$ cat config.mk
export PLATFORM = sky130hd
export DESIGN_NAME = lbu_top
export DESIGN_NICKNAME = d
export VERILOG_FILES = /design/src/hdl/lbu_pkg.sv /design/src/hdl/lbu_top.sv /design/src/hdl/lbu_seg_sel.sv
export SDC_FILE = /design/constraint.sdc
export NUM_CORES = 1
export LEC_CHECK = 0
export ABC_AREA = 1
export BUFFER_PORTS_ARGS = -buffer_cell sky130_fd_sc_hd__clkbuf_2
export CAP_MARGIN = 20
export CORE_UTILIZATION = 50
export CTS_CLUSTER_SIZE = 30
export DETAILED_ROUTE_END_ITERATION = 12
export GPL_ROUTABILITY_DRIVEN = 0
export PLACE_DENSITY_LB_ADDON = 0.2
export SKIP_CTS_REPAIR_TIMING = 1
export SYNTH_ARGS = -nofsm -noshare
export SYNTH_HDL_FRONTEND = slang
export SYNTH_SLANG_ARGS = --single-unit
$ cat constraint.sdc
create_clock -name pclk -period 2.3 [get_ports pclk]
set_clock_uncertainty 0.05 [all_clocks]
set_input_delay 0.46 -clock pclk [delete_from_list [all_inputs] [get_ports pclk]]
set_output_delay 0.46 -clock pclk [all_outputs]
set_load 0.05 [all_outputs]
$ cat src/hdl/lbu_pkg.sv
package lbu_pkg;

    // ------------------------------------------------------------------
    // register map
    // ------------------------------------------------------------------
    localparam logic [11:0] LBU_GAPS_OFS = 12'h010; // breath_segment_gaps
    localparam logic [11:0] LBU_CTRL_OFS = 12'h014; // control bits
    localparam logic [11:0] LBU_STAT_OFS = 12'h018; // engine status
    localparam logic [31:0] LBU_GAPS_RST = 32'h0000_0000;

    // ------------------------------------------------------------------
    // field layout
    // ------------------------------------------------------------------
    localparam int LBU_SEGS = 8;       // number of segment fields
    localparam int LBU_FLD_W = 4;      // width of one wait count field
    localparam int LBU_DUTY_W = 8;     // duty cycle bits seen by the selector
    localparam int LBU_SYM_HI = 7;     // symmetric selector top duty bit
    localparam int LBU_SYM_LO = 5;     // symmetric selector low duty bit
    localparam int LBU_ASY_LO = 6;     // asymmetric selector low duty bit
    localparam int LBU_CTRL_SYM = 0;   // ctrl bit: ramp_symmetric_select
    localparam int LBU_CTRL_ALLOW = 1; // ctrl bit: shadow commit allow
    localparam logic [1:0] LBU_CTRL_RST = 2'h0;

    // selector and count pair from the segment decode
    typedef struct packed {
        logic [2:0] seg;
        logic [LBU_FLD_W-1:0] wait_cnt;
    } lbu_sel_type;

endpackage : lbu_pkg

$ cat src/hdl/lbu_top.sv
// Notes on behaviour
// - eight 4-bit waits, N means N+1 periods
// - symmetric: selector is duty bits 7:5
// - asymmetric: falling flag, then duty 7:6
// - writes go to shadow, commit at period end
// - reads return active value, not shadow
// - register at 10h, selector n nibble n
`timescale 1ns/1ps
module lbu_top (
    // clock and main_well_reset
    input wire logic pclk,
    input wire logic presetn,
    // apb slave
    input wire logic psel,
    input wire logic penable,
    input wire logic pwrite,
    input wire logic [11:0] paddr,
    input wire logic [31:0] pwdata,
    output logic [31:0] prdata,
    output logic pready,
    output logic pslverr,
    // engine side, same clock
    input wire logic period_end,
    input wire logic [lbu_pkg::LBU_DUTY_W-1:0] duty_cycle,
    input wire logic ramp_falling,
    output logic duty_update,
    output logic [2:0] segment_index
);
    // ------------------------------------------------------------------
    // state
    // ------------------------------------------------------------------
    logic [31:0] gaps_r, gaps_nxt;     // active interval fields
    logic [31:0] shadow_r, shadow_nxt; // pending write copy
    logic pend_r, pend_nxt;            // shadow holds an uncommitted write
    logic [1:0] ctrl_r, ctrl_nxt;      // symmetric select and commit allow
    logic [4:0] cnt_r, cnt_nxt;        // periods since last update
    logic upd_r, upd_nxt;              // registered update pulse
    logic [2:0] seg_r, seg_nxt;        // registered selector
    logic [31:0] rdata_r, rdata_nxt;   // registered read data
    lbu_pkg::lbu_sel_type sel;         // live decode
    logic wr_acc, rd_acc;              // write access and read setup strobes
    logic hit;                         // mapped address

    // ------------------------------------------------------------------
    // bus decode
    // ------------------------------------------------------------------
    // writes act in the access phase, where pready is already high
    assign wr_acc = psel && penable && pwrite;
    // read data is latched in setup so it already stands in the access phase
    assign rd_acc = psel && !penable && !pwrite; // capture read data at setup
    // three words decode; every other offset is refused
    assign hit = (paddr == lbu_pkg::LBU_GAPS_OFS) || (paddr == lbu_pkg::LBU_CTRL_OFS)
        || (paddr == lbu_pkg::LBU_STAT_OFS);
    // zero wait states; unmapped access gets an error answer
    assign pready = 1'b1;
    assign pslverr = psel && penable && !hit;
    // data outputs come straight from flip-flops, so the pins never glitch
    assign prdata = rdata_r;
    assign duty_update = upd_r;
    assign segment_index = seg_r;

    // ------------------------------------------------------------------
    // segment decode
    // ------------------------------------------------------------------
    // the decode is live, so a segment change mid-count meets the new wait
    lbu_seg_sel lbu_seg_sel_inst (
        .sym_sel(ctrl_r[lbu_pkg::LBU_CTRL_SYM]),
        .falling(ramp_falling),
        .duty(duty_cycle),
        .gaps(gaps_r),
        .sel(sel)
    );

    // ------------------------------------------------------------------
    // registers and counting
    // ------------------------------------------------------------------
    // next-state logic for the register file and period counter
    always_comb begin
        // hold by default, the selector tracks the decode; the update pulse lasts a single cycle
        gaps_nxt = gaps_r;
        shadow_nxt = shadow_r;
        pend_nxt = pend_r;
        ctrl_nxt = ctrl_r;
        cnt_nxt = cnt_r;
        upd_nxt = 1'b0;
        seg_nxt = sel.seg;
        rdata_nxt = rdata_r;
        // a pending shadow moves only on a period boundary with commit allowed
        if (period_end && pend_r && ctrl_r[lbu_pkg::LBU_CTRL_ALLOW]) begin
            gaps_nxt = shadow_r;
            pend_nxt = 1'b0;
        end
        // a write in the commit cycle re-arms pending, so it is not lost
        if (wr_acc && paddr == lbu_pkg::LBU_GAPS_OFS) begin
            shadow_nxt = pwdata;
            pend_nxt = 1'b1;
        end
        // control word: symmetric select and commit allow
        if (wr_acc && paddr == lbu_pkg::LBU_CTRL_OFS) begin
            ctrl_nxt = pwdata[1:0];
        end
        // the word then stands on prdata until the next read setup
        if (rd_acc) begin
            unique case (paddr)
                lbu_pkg::LBU_GAPS_OFS: rdata_nxt = gaps_r;
                lbu_pkg::LBU_CTRL_OFS: rdata_nxt = {30'h0000_0000, ctrl_r};
                lbu_pkg::LBU_STAT_OFS: rdata_nxt = {23'h00_0000, pend_r, cnt_r, seg_r};
                default: rdata_nxt = 32'h0000_0000;
            endcase
        end
        // count whole periods; wait N means update after N+1 of them
        if (period_end) begin
            if (cnt_r + 5'h01 >= {1'b0, sel.wait_cnt} + 5'h01) begin
                cnt_nxt = 5'h00;
                upd_nxt = 1'b1;
            end else begin
                cnt_nxt = cnt_r + 5'h01;
            end
        end
    end

    // registering only
    // reset restores every field to its default value
    always_ff @(posedge pclk or negedge presetn) begin
        if (!presetn) begin
            gaps_r <= lbu_pkg::LBU_GAPS_RST;
            shadow_r <= lbu_pkg::LBU_GAPS_RST;
            pend_r <= 1'b0;
            ctrl_r <= lbu_pkg::LBU_CTRL_RST;
            cnt_r <= 5'h00;
            upd_r <= 1'b0;
            seg_r <= 3'h0;
            rdata_r <= 32'h0000_0000;
        end else begin
            gaps_r <= gaps_nxt;
            shadow_r <= shadow_nxt;
            pend_r <= pend_nxt;
            ctrl_r <= ctrl_nxt;
            cnt_r <= cnt_nxt;
            upd_r <= upd_nxt;
            seg_r <= seg_nxt;
            rdata_r <= rdata_nxt;
        end
    end

    // ------------------------------------------------------------------
    // assertions
    // ------------------------------------------------------------------
    // a zero wait count updates after a single period
    wait_zero_a: assert property (@(posedge pclk) disable iff (!presetn)
        period_end && sel.wait_cnt == 4'h0 |=> duty_update)
        else $error("wait 0 did not update after one period");

    // a boundary that meets the selected wait count raises the pulse
    wait_reached_a: assert property (@(posedge pclk) disable iff (!presetn)
        period_end && cnt_r == {1'b0, sel.wait_cnt} |=> duty_update)
        else $error("update missing when wait count reached");

    // symmetric mode: selector follows the top three duty bits
    sym_index_a: assert property (@(posedge pclk) disable iff (!presetn)
        ctrl_r[lbu_pkg::LBU_CTRL_SYM]
        |=> segment_index == $past(duty_cycle[lbu_pkg::LBU_SYM_HI:lbu_pkg::LBU_SYM_LO]))
        else $error("symmetric selector wrong");

    // asymmetric mode: ramp direction on top, then two duty bits
    asym_index_a: assert property (@(posedge pclk) disable iff (!presetn)
        !ctrl_r[lbu_pkg::LBU_CTRL_SYM] |=> segment_index
        == {$past(ramp_falling), $past(duty_cycle[lbu_pkg::LBU_SYM_HI:lbu_pkg::LBU_ASY_LO])})
        else $error("asymmetric selector wrong");

    // outside a permitted boundary the active copy never moves
    no_commit_a: assert property (@(posedge pclk) disable iff (!presetn)
        !(period_end && ctrl_r[lbu_pkg::LBU_CTRL_ALLOW]) |=> $stable(gaps_r))
        else $error("active interval changed outside a commit");

    // a permitted boundary with a pending write commits the shadow
    do_commit_a: assert property (@(posedge pclk) disable iff (!presetn)
        period_end && pend_r && ctrl_r[lbu_pkg::LBU_CTRL_ALLOW] |=> gaps_r == $past(shadow_r))
        else $error("shadow not committed");

    // a commit with no fresh write leaves nothing pending
    commit_clear_a: assert property (@(posedge pclk) disable iff (!presetn)
        period_end && pend_r && ctrl_r[lbu_pkg::LBU_CTRL_ALLOW]
        && !(wr_acc && paddr == lbu_pkg::LBU_GAPS_OFS) |=> !pend_r)
        else $error("pending flag kept after commit");

    // an interval write lands in the shadow and marks it pending
    shadow_load_a: assert property (@(posedge pclk) disable iff (!presetn)
        wr_acc && paddr == lbu_pkg::LBU_GAPS_OFS |=> shadow_r == $past(pwdata) && pend_r)
        else $error("interval write not held in shadow");

    // software sees the copy the engine uses, never the shadow
    read_active_a: assert property (@(posedge pclk) disable iff (!presetn)
        rd_acc && paddr == lbu_pkg::LBU_GAPS_OFS |=> prdata == $past(gaps_r))
        else $error("read did not return active value");

    // selector 111b reads the top nibble
    nibble_map_a: assert property (@(posedge pclk) disable iff (!presetn)
        sel.seg == 3'h7 |-> sel.wait_cnt == gaps_r[31:28])
        else $error("selector 7 not mapped to top nibble");

    // selector 000b reads the lowest nibble
    nibble_low_a: assert property (@(posedge pclk) disable iff (!presetn)
        sel.seg == 3'h0 |-> sel.wait_cnt == gaps_r[lbu_pkg::LBU_FLD_W-1:0])
        else $error("selector 0 not mapped to bottom nibble");

    // an update always starts a fresh count
    count_wrap_a: assert property (@(posedge pclk) disable iff (!presetn)
        duty_update |-> cnt_r == 5'h00)
        else $error("count not restarted on update");

    // the count never passes the largest wait
    count_bound_a: assert property (@(posedge pclk) disable iff (!presetn)
        cnt_r <= 5'h0f)
        else $error("count exceeded sixteen periods");

    // between boundaries the count and the pulse stay quiet
    count_hold_a: assert property (@(posedge pclk) disable iff (!presetn)
        !period_end |=> $stable(cnt_r) && !duty_update)
        else $error("count moved or update pulsed without a period end");

    // below the wait count a boundary only advances the count
    count_step_a: assert property (@(posedge pclk) disable iff (!presetn)
        period_end && cnt_r < {1'b0, sel.wait_cnt}
        |=> !duty_update && cnt_r == $past(cnt_r) + 5'h01)
        else $error("count did not advance by one period");
endmodule : lbu_top

$ cat src/hdl/lbu_seg_sel.sv
`timescale 1ns/1ps
module lbu_seg_sel (
    // configuration
    input wire logic sym_sel,
    input wire logic falling,
    input wire logic [lbu_pkg::LBU_DUTY_W-1:0] duty,
    input wire logic [31:0] gaps,
    // decoded selection
    output lbu_pkg::lbu_sel_type sel
);
    // ------------------------------------------------------------------
    // segment decode
    // ------------------------------------------------------------------
    always_comb begin
        if (sym_sel) begin
            sel.seg = duty[lbu_pkg::LBU_SYM_HI:lbu_pkg::LBU_SYM_LO];
        end else begin
            sel.seg = {falling, duty[lbu_pkg::LBU_SYM_HI:lbu_pkg::LBU_ASY_LO]};
        end
        // selector n picks nibble n, 111b the top one
        sel.wait_cnt = gaps[sel.seg*lbu_pkg::LBU_FLD_W +: lbu_pkg::LBU_FLD_W];
    end
endmodule : lbu_seg_sel

; ---- After elaboration in Yosys (flattened, before gate mapping)
; Cells that the tools add are included.
[totals]
reg_bits = 108
[classes]
addsub = 2
n_lt_le_gt_ge = 1
eq_ne = 3
shift = 1
muxes = 7
reduce_logical = 15
[ops]
columns = cell, n
row1 = $pmux 32 s3, 1
row2 = $eq 12x5->1 const B, 3
row3 = $shiftx 32x6->4, 1
row4 = $logic_and 1x1->1, 9
row5 = $add 4x1->5 const B, 1
row6 = $add 5x1->5 const B, 1
row7 = $ge 5x5->1, 1
row8 = $mux 5, 1
row9 = $mux 1, 4
row10 = $logic_not 1->1, 3
row11 = $mux 3, 1
row12 = $logic_or 1x1->1, 2
row13 = $reduce_bool 2->1, 1

; ---- Depth between registers and ports, before layout
; Gate-level depths: netlist of the first run.
[depth]
ltp_word = 6
depth_mapped = 19

; ---- Modules after synthesis
; From an unflattened synthesis of the first run, not the netlist that was laid out.
[hier_totals]
cells_unflattened = 639
hier_area_um2 = 5251.3
[by_module_without_submodules]
columns = mod, instances, cells_each, area_per_inst_um2
row1 = lbu_top, 1, 519, 4675.7
row2 = lbu_seg_sel, 1, 120, 575.6

; ---- Least setup slack after synthesis of the first run
; No wires, ideal clock.
[synth_path]
path_kind = register to register
start = register ctrl_r[0]
end = register cnt_r[0]
setup_ns = 0.083
t_arrival_ns = 2.276
slack_ns = -0.109
path_stages_with_launch = 13
path_cell_list = dfrtp_1 -> buf_4 -> o21ai_1 -> nand3_1 -> nand3_1 -> nand2_1 -> ha_1 -> xnor2_1 -> ha_1 -> a21oi_1 -> o21a_1 -> nand3_1 -> o21ai_0
[synth_via]
elab_chain_len = 5
[synth_rtl]
columns = element, line_no
row1 = "start, declared", lbu_top.sv:35  ; logic [1:0] ctrl_r, ctrl_nxt;
row2 = "start signal, assigned", lbu_top.sv:129  ; ctrl_r <= lbu_pkg::LBU_CTRL_RST;
row3 = "start signal, assigned", lbu_top.sv:138  ; ctrl_r <= ctrl_nxt;
row4 = $mux 3, lbu_seg_sel.sv:15  ; if (sym_sel) begin
row5 = $shiftx 32x6->4, lbu_seg_sel.sv:21  ; sel.wait_cnt = gaps[sel.seg*lbu_pkg::LBU_FLD_W +: lbu_pkg::LBU_FLD_W];
row6 = $add 4x1->5, lbu_top.sv:113  ; if (cnt_r + 5'h01 >= {1'b0, sel.wait_cnt} + 5'h01) begin
row7 = $ge 5x5->1, lbu_top.sv:113
row8 = $mux 5, lbu_top.sv:113
row9 = "end signal, assigned", lbu_top.sv:139  ; cnt_r <= cnt_nxt;
row10 = "end, declared", lbu_top.sv:36  ; logic [4:0] cnt_r, cnt_nxt;
; No other way between the ends.
; A chain may end at the register's enable or synchronous reset.

==> results.txt, run 1 <==
- Run status: complete, but fails checks
- Violations in the final reports: negative setup slack
- The internal power of the cells totals between 0.002 and 0.003 W.
* Critical Path RT: 2550 ps
- After global routing the overflow that remains totals 0.
- No sink is reached through more buffers than the 2 on the longest clock path.
- The clock net in this run drives a total of 108 sinks.
- Counting every net in the synthesized netlist gives 621.
- Final min period: 2640 ps
- Root Driver: sky130_fd_sc_hd__clkbuf_8
* Cell area after synthesis: approximately 0.0050 mm^2
* # setup viols final: 6
- Dividing the synthesized area by the synthesized cell count gives between 8 and 9 um^2.
* Number of antenna violations at the first check in global routing: 0
- Final instance area: 0.00623 mm^2
- Cell area reported after detailed placement: 0.00569 mm^2
- Final routed wirelength across all metal layers: ~12000 um
- Insertion delay to the later sink of the worst-skew pair: between 300 and 400 ps
- Slew at the pin closest to its max-slew limit: between 900 and 1000 ps
- The most common cell in the synthesized netlist is sky130_fd_sc_hd__nand2_1.
* Critical path class: flip-flop to flip-flop
* Worst min-delay path category: primary input to async pin
- Switching component of the power: 0.00109 W
* Arrival time of data at the critical path endpoint: 2890 ps
- Number of nets in the layout: between 700 and 800
- Layout cells sized above 1: 0.307
- Final hold analysis gives a worst-case slack of between 2 and 2.5 ps.
- For this run, the leading register cell type out of synthesis is sky130_fd_sc_hd__dfrtp_1.
- Dividing the detail-routed via count by the number of cells gives 5.28.
- Number of cell rows: 36
- The area growth from synthesis to layout is 25.2%.
- For this run, the number of Yosys warnings is 0.
- TritonCTS clock tree: built
- Once routing completed, OpenROAD measured the worst setup slack at -341 ps.
- Relative contribution of sequential cells to total power: 0.489
* Initial core utilization: 0.512
- Of the total power, the clock network draws 0.343.
- Counting flops with an async set or reset pin after synthesis yields a share of 1.00.
- sky130_fd_sc_hd__dfrtp_1 takes more of the synthesized area than any other cell.
- In the finished design, the share of the clock period the worst path needs comes to 1.15.
- Number of ports placed on the die boundary: a little under 100
- In this run the power density over the cells is roughly 650 mW/mm^2.
* Hold violation count in the final report: 0
- By area the synthesized netlist is led by sky130_fd_sc_hd__dfrtp_1 (54%), sky130_fd_sc_hd__nand2_1 (14%), sky130_fd_sc_hd__mux2_4 (5.7%), sky130_fd_sc_hd__nand3_1 (5.2%), sky130_fd_sc_hd__o21ai_0 (3.7%).
- Unrepaired setup endpoints after global routing: yes
* Port Buffer Count: 90
- Maximum number of pins on one net before global-route repair: between 50 and 60
- Flip-flop and latch count after synthesis: about 110
- Average wire per standard cell: roughly 15 um
* Number of buffers created by CTS: 9
- Summed over all nets, the half-perimeter wirelength after detailed placement is approximately 8300 um.
- Inserted Diodes: 0
- Share of total power in combinational logic: 0.168
* Tot GR Track Use: 0.233
- Of all nets on the critical path, the largest fanout is 6.
- Of the total power, the share spent switching nets is 0.271.
- Via count: between 4000 and 5000
- The first TritonRoute pass finished after 5 iterations.
- Core area: 0.00973 mm^2
* Initial DRC Count: between 300 and 400
* Rel. slew slack: 0.363
* Leading cell types by count after synthesis: sky130_fd_sc_hd__nand2_1 (189), sky130_fd_sc_hd__dfrtp_1 (108), sky130_fd_sc_hd__nand3_1 (52)
- Counting distinct cell types in the post-synthesis netlist gives 33.
- STA classifies the critical path startpoint as a flip-flop.
- H-tree level count: 3
* Static leakage power: 3.29 nW
- The floorplan step defined a die boundary enclosing ~0.010 mm^2.
* Max Fclk: 0.379 GHz
- Measured along the y axis, the die boundary spans 102 um.
* Maximum vdd ir drop: around 390 uV
- Measured along the x axis, the die boundary spans around 100 um.
* Via count of the first global-routing pass: approximately 3900
- Number of design rule violations left after detail routing: 0
- The first global-routing pass estimated around 18000 um of wire.
- For this run, the register share of the synthesized area comes to 0.543.
* EDFF count, synth: 0
* Crit end category: flip-flop
- The detail route stage leaves a number of antenna-violating nets equal to 0.
- Clock-pin slew was measured on the worst setup and hold paths at approximately 100 ps.
- The max-slew violation count came to 0.
* Area fraction of the dominant cell type after synthesis: 0.543
* Synth Instances: 555
- The tool flagged a number of max-cap violations equal to 0.
-- stage by stage --
stage / utilization / instances / total power (W) / setup TNS (ps) / worst slack [ps]
after floorplan: - / 555 / 0.00231 / 0 / 16.4
after global placement: 0.585 / 777 / 0.00248 / -970 / -179
final: 0.641 / 798 / 0.00403 / -1850 / -341
after CTS: 0.610 / 793 / 0.00388 / -1810 / -339
after detailed placement: 0.585 / 777 / 0.00251 / -1660 / -315
after global routing: 0.641 / 798 / 0.00418 / -2520 / -449
-- routing by layer --
metal  GRT usage  part of all wire  up-vias
met1       0.334              0.48     2028
met3      0.0308             0.054       16
met5           0                 0        -
li1            -                 -     2000
met4       0.102             0.014        0
met2       0.359              0.46      168
-- area by class of cell --
| cell class | count | area, um^2 |
|---|---|---|
| tap | 133 | 166 |
| multi-input combinational | 372 | 2210 |
| inverter | 50 | 190 |
| timing repair buffer | 119 | 722 |
| clock inverter | 7 | 121 |
| sequential | 108 | 2700 |
| clock buffer | 9 | 124 |
| fill | 849 | 3490 |
-- worst paths after layout --
path | start | to | depth (start not counted) | slack (ps)
hold / removal | presetn | prdata[14] | 1 | 2
hold reg to reg | shadow_r[0] | gaps_r[0] | 2 | 430
min in group pclk | pwdata[31] | shadow_r[31] | 2 | 260
setup reg to reg | ctrl_r[0] | cnt_r[0] | 13 | -340
setup / recovery | ctrl_r[0] | cnt_r[0] | 13 | -340
max in group asynchronous | presetn | shadow_r[11] | 2 | 1490
-- layout by cell type (no fill, tap or decap), types with 6 or more instances in the layout --
master	n
sky130_fd_sc_hd__o22ai_1	6
sky130_fd_sc_hd__dfrtp_1	107
sky130_fd_sc_hd__clkbuf_8	9
sky130_fd_sc_hd__buf_6	7
sky130_fd_sc_hd__nand3_2	9
sky130_fd_sc_hd__nor2_1	15
sky130_fd_sc_hd__buf_4	21
sky130_fd_sc_hd__nand3_1	42
sky130_fd_sc_hd__nand2_1	176
sky130_fd_sc_hd__inv_1	47
sky130_fd_sc_hd__clkbuf_2	89
sky130_fd_sc_hd__nand2_2	9
sky130_fd_sc_hd__mux2_4	19
sky130_fd_sc_hd__o31ai_1	6
sky130_fd_sc_hd__o21ai_0	36
sky130_fd_sc_hd__a21oi_1	8
-- state kept, by name (all words and copies together) (netlist names) --
signal / count
shadow_r: 32
ctrl_r: 2
pend_r: 1
prdata: 32
duty_update: 1
gaps_r: 32
segment_index: 3
cnt_r: 5
-- critical path, cell delays in order, from the launching register on --
cell,delay (ps)
sky130_fd_sc_hd__dfrtp_2,510
sky130_fd_sc_hd__inv_4,90
sky130_fd_sc_hd__buf_6,130
sky130_fd_sc_hd__o21ai_4,220
sky130_fd_sc_hd__nand3_1,140
sky130_fd_sc_hd__nand3_2,100
sky130_fd_sc_hd__nand2_4,60
sky130_fd_sc_hd__ha_4,170
sky130_fd_sc_hd__xnor2_2,130
sky130_fd_sc_hd__ha_1,330
sky130_fd_sc_hd__a21oi_2,160
sky130_fd_sc_hd__o21a_1,190
sky130_fd_sc_hd__nand3_4,140
sky130_fd_sc_hd__o21ai_2,140
-- power groups by stage --
stage	Clock, W	Combinational [W]	Sequential (W)
detailed placement	0	0.000505	0.00201
global placement	0	0.000477	0.00200
CTS	0.00141	0.000508	0.00197
floorplan	0	0.000291	0.00202
global route	0.00147	0.000731	0.00198
finish	0.00138	0.000677	0.00197
-- kinds of logic (layout without fill, tap and decap cells) --
group                      count (synthesis)  count (layout)  synth area share
adders and majority gates                  7               7            0.0176
other                                      1               1          0.000753
buffers and inverters                     75             185            0.0633
and+or+nand+nor                          269             269             0.228
AOI/OAI and AO/OA                         69              69            0.0769
muxes                                     22              22            0.0641
DFF                                      108             108             0.543
xor gates and xnor gates                   4               4           0.00703
(Power assumes the default switching activity.)
==> inputs of run 2 (changes only) <==
Settings changed: BUFFER_PORTS_ARGS -buffer_cell sky130_fd_sc_hd__clkbuf_2 to -buffer_cell sky130_fd_sc_hd__buf_2, HOLD_SLACK_MARGIN from default to 0.02.
==> run 2 against run 1 <==
  * The run ends with negative hold slack, negative setup slack left
  * Critical endpoint is now cnt_r[2]
  * Sequential share of layout area rose by 0.48 points
  * Fmax is 2.2% higher
  * Clock power down 14%
  * Sequential cell count did not move
  * Cell area decreased by 1.1%
  * Utilization shrank 0.71 points
  * Worst setup slack better by 56 ps
==> results.txt, run 2 (synthesis results as in run 1) <==
* Via count: 4156 (was 4212)
- Max Fclk: 0.387 GHz (was 0.379 GHz)
- Number of design rule violations left after detail routing: 0 (unchanged)
- The switching power summed over all nets came to 0.00107 W (was 0.00109 W).
* Run status: complete, but fails checks (unchanged)
- Number of cell rows: 36 (unchanged)
- The count of antenna-violating nets left after detailed routing is 0 (unchanged).
- The cell internal power dissipation is 0.00275 W (was 0.00294 W).
- The wire length per cell after detailed routing came to 14.5 um (was 15.0 um).
- The growth of design area from synthesis to finish was 23.8% (was 25.2%).
- Critical path class: flip-flop to flip-flop (unchanged)
* Cell with the most instances on the worst path: sky130_fd_sc_hd__buf_4
* Number of ports placed on the die boundary: 97 (unchanged)
- The area of the core region came to 0.00973 mm^2 (unchanged).
- The worst path setup slack after routing came to -285 ps (was -341 ps).
* Root Driver: sky130_fd_sc_hd__clkbuf_8 (unchanged)
- The power per unit of standard cell area was 619 mW/mm^2 (was 646 mW/mm^2).
- The vertical extent of the die came to 102 um (unchanged).
- Worst-path cell chain: buf_4 > o21ai_4 > nand3_1 > nand3_2 > nand2_2 > ha_4 > xnor2_2 > ha_1 > buf_4 > nand4_1 > nand3_4 > o22ai_2 (was inv_4 > buf_6 > o21ai_4 > nand3_1 > nand3_2 > nand2_4 > ha_4 > xnor2_2 > ha_1 > a21oi_2 > o21a_1 > nand3_4 > o21ai_2)
* Worst-path fanout max: 6 (unchanged)
* Hold slack final: -2.68 ps (was 2.30 ps)
- Hold violation count in the final report: 1 (was 0)
* Clk slew on worst S/H paths: 100 ps (about the same)
- The clock tree from TritonCTS is built (unchanged).
- Relative contribution of sequential cells to total power: 0.517 (was 0.489)
- The post-route total power was 0.00381 W (was 0.00403 W).
- The peak ir drop on the vdd network was 491 uV (was 389 uV).
* Maximum number of pins on one net before global-route repair: 45 (was 51)
- The non-filler instance count after layout is 796 (was 798).
- The most frequent standard cell in the layout excluding fill and tap cells is sky130_fd_sc_hd__nand2_1 (unchanged).
- Clock Sink Count: 108 (unchanged)
- The worst path required time was 2520 ps (was 2550 ps).
- The number of buffers created by CTS is 9 (unchanged).
* Violations in the final reports: negative hold slack, negative setup slack (was negative setup slack)
- The count of nets after finishing was 724 (was 726).
* Horizontal die dimension: 102 um (unchanged)
- H-tree level count: 3 (unchanged)
- Inserted Diodes: 0 (unchanged)
- The clock network latency to the later pin of the worst-skew pair came to 370 ps (about the same).
- The startpoint type of the worst setup path was a flip-flop (unchanged).
- The final critical delay including setup and external delays came to 2580 ps (was 2640 ps).
* Rel. slew slack: 0.396 (was 0.363)
- The half-perimeter wire length of the detailed placement result is 8090 um (was 8320 um).
* Tot GR Track Use: 0.227 (was 0.233)
* Number of inserted filler cells in the final layout: 843 (was 849)
- Crit end category: flip-flop (unchanged)
* Static leakage power: 3.26 nW (was 3.29 nW)
- The total area of multi-input combinational cells came to 0.00220 mm^2 (was 0.00221 mm^2).
- Initial core utilization: 0.512 (unchanged)
* Share of total power in combinational logic: 0.173 (was 0.168)
- Unrepaired setup endpoints after global routing: yes (unchanged).
- The via count of the first global-routing pass is 3714 (was 3874).
- The final-report setup violation count is 6 (unchanged).
- The iteration count of the initial detailed-routing pass is 5 (unchanged).
- Core occupancy in the finished layout: 0.634 (was 0.641)
- The wire length of the first global-routing pass is 18000 um (was 18400 um).
* Worst min-delay path category: primary input to async pin (unchanged)
* Final routed wirelength across all metal layers: 11500 um (was 11900 um)
- The initial antenna violation count is 0 (unchanged).
- Clock Path Buffers: 2 (unchanged)
* Worst stage delay on the critical path: 490 ps (was 510 ps)
- Slew at the pin closest to its max-slew limit: 905 ps (was 955 ps)
- The area occupied by registers was 0.00270 mm^2 (unchanged).
- Share of the clock period used by the worst path: 1.12 (was 1.15)
- Initial DRC Count: 345 (was 351)
- The cell with the largest stage delay on the worst path was sky130_fd_sc_hd__dfrtp_2 (unchanged).
- Final Max Tran Viols: 0 (unchanged)
- Max-capacitance violation count: 0 (unchanged)
* Average via count per standard cell: 5.22 (was 5.28)
- The fraction of power consumed by the clock network came to 0.310 (was 0.343).
* Fraction of power spent switching nets: 0.280 (was 0.271)
- Arrival time of data at the critical path endpoint: 2800 ps (was 2890 ps)
* Die area: 0.0104 mm^2 (unchanged)
* Top library cells by usage in the layout, fill and taps aside: sky130_fd_sc_hd__nand2_1 (174), sky130_fd_sc_hd__dfrtp_1 (107), sky130_fd_sc_hd__buf_2 (89), sky130_fd_sc_hd__inv_1 (46), sky130_fd_sc_hd__nand3_1 (42) (was sky130_fd_sc_hd__nand2_1 (176), sky130_fd_sc_hd__dfrtp_1 (107), sky130_fd_sc_hd__clkbuf_2 (89), sky130_fd_sc_hd__inv_1 (47), sky130_fd_sc_hd__nand3_1 (42))
- Remaining global-route overflow: 0 (unchanged)
- Placed cell count: 777 (unchanged)
- Layout cells sized above 1: 0.311 (was 0.307)
- The count of buffers from port buffering came to 90 (unchanged).
run 2: per-stage QoR:
stage	setup WS, ps	setup TNS, ps	hold WS, ps	instance area, um^2
floorplan	16.4	0	114	5010
global placement	-198	-1070	407	5690
detailed placement	-306	-1590	414	5690
CTS	-330	-1720	5.39	5900
global route	-426	-2390	23.5	6170
finish	-285	-1580	-2.68	6170
run 2: cell type report:
type,count,area share
sequential,108,0.439
multi-input combinational,372,0.358
timing repair buffer,117,0.112
inverter,50,0.0308
tap,133,0.0270
clock buffer,10,0.0223
clock inverter,6,0.0116
run 2: worst paths after layout:
path	start	to	slack (ps)	cells after the start
max in group asynchronous	presetn	ctrl_r[0]	1460	2
max reg2reg	ctrl_r[0]	cnt_r[2]	-280	12
min in group pclk	pwdata[16]	shadow_r[16]	250	2
max	ctrl_r[0]	cnt_r[2]	-280	12
min reg2reg	shadow_r[20]	gaps_r[20]	430	2
min	presetn	prdata[14]	-3	1
run 2: layer usage:
metal	up-vias	routed length (um)	part of all wire	GRT usage
met5	-	0	0	0
li1	1998	-	-	-
met1	1983	5460	0.47	0.335
met2	157	5210	0.45	0.339
met3	18	673	0.058	0.0492
met4	0	164	0.014	0.0670
run 2: power by group through the flow:
stage	logic (W)	registers (W)	clock network (W)
2_1_floorplan	0.000291	0.00202	0
3_3_place_gp	0.000479	0.00200	0
3_5_place_dp	0.000502	0.00201	0
4_1_cts	0.000504	0.00197	0.00122
5_1_grt	0.000732	0.00198	0.00129
6_report	0.000660	0.00197	0.00118
run 2: worst max-delay path, delay by kind of cell (launching register included):
family	cells	cell delay (ps)
and+or+nand+nor	5	680
DFF	1	490
xor gates and xnor gates	1	130
adders and majority gates	2	500
buffers and inverters	2	300
AOI/OAI and AO/OA	2	320
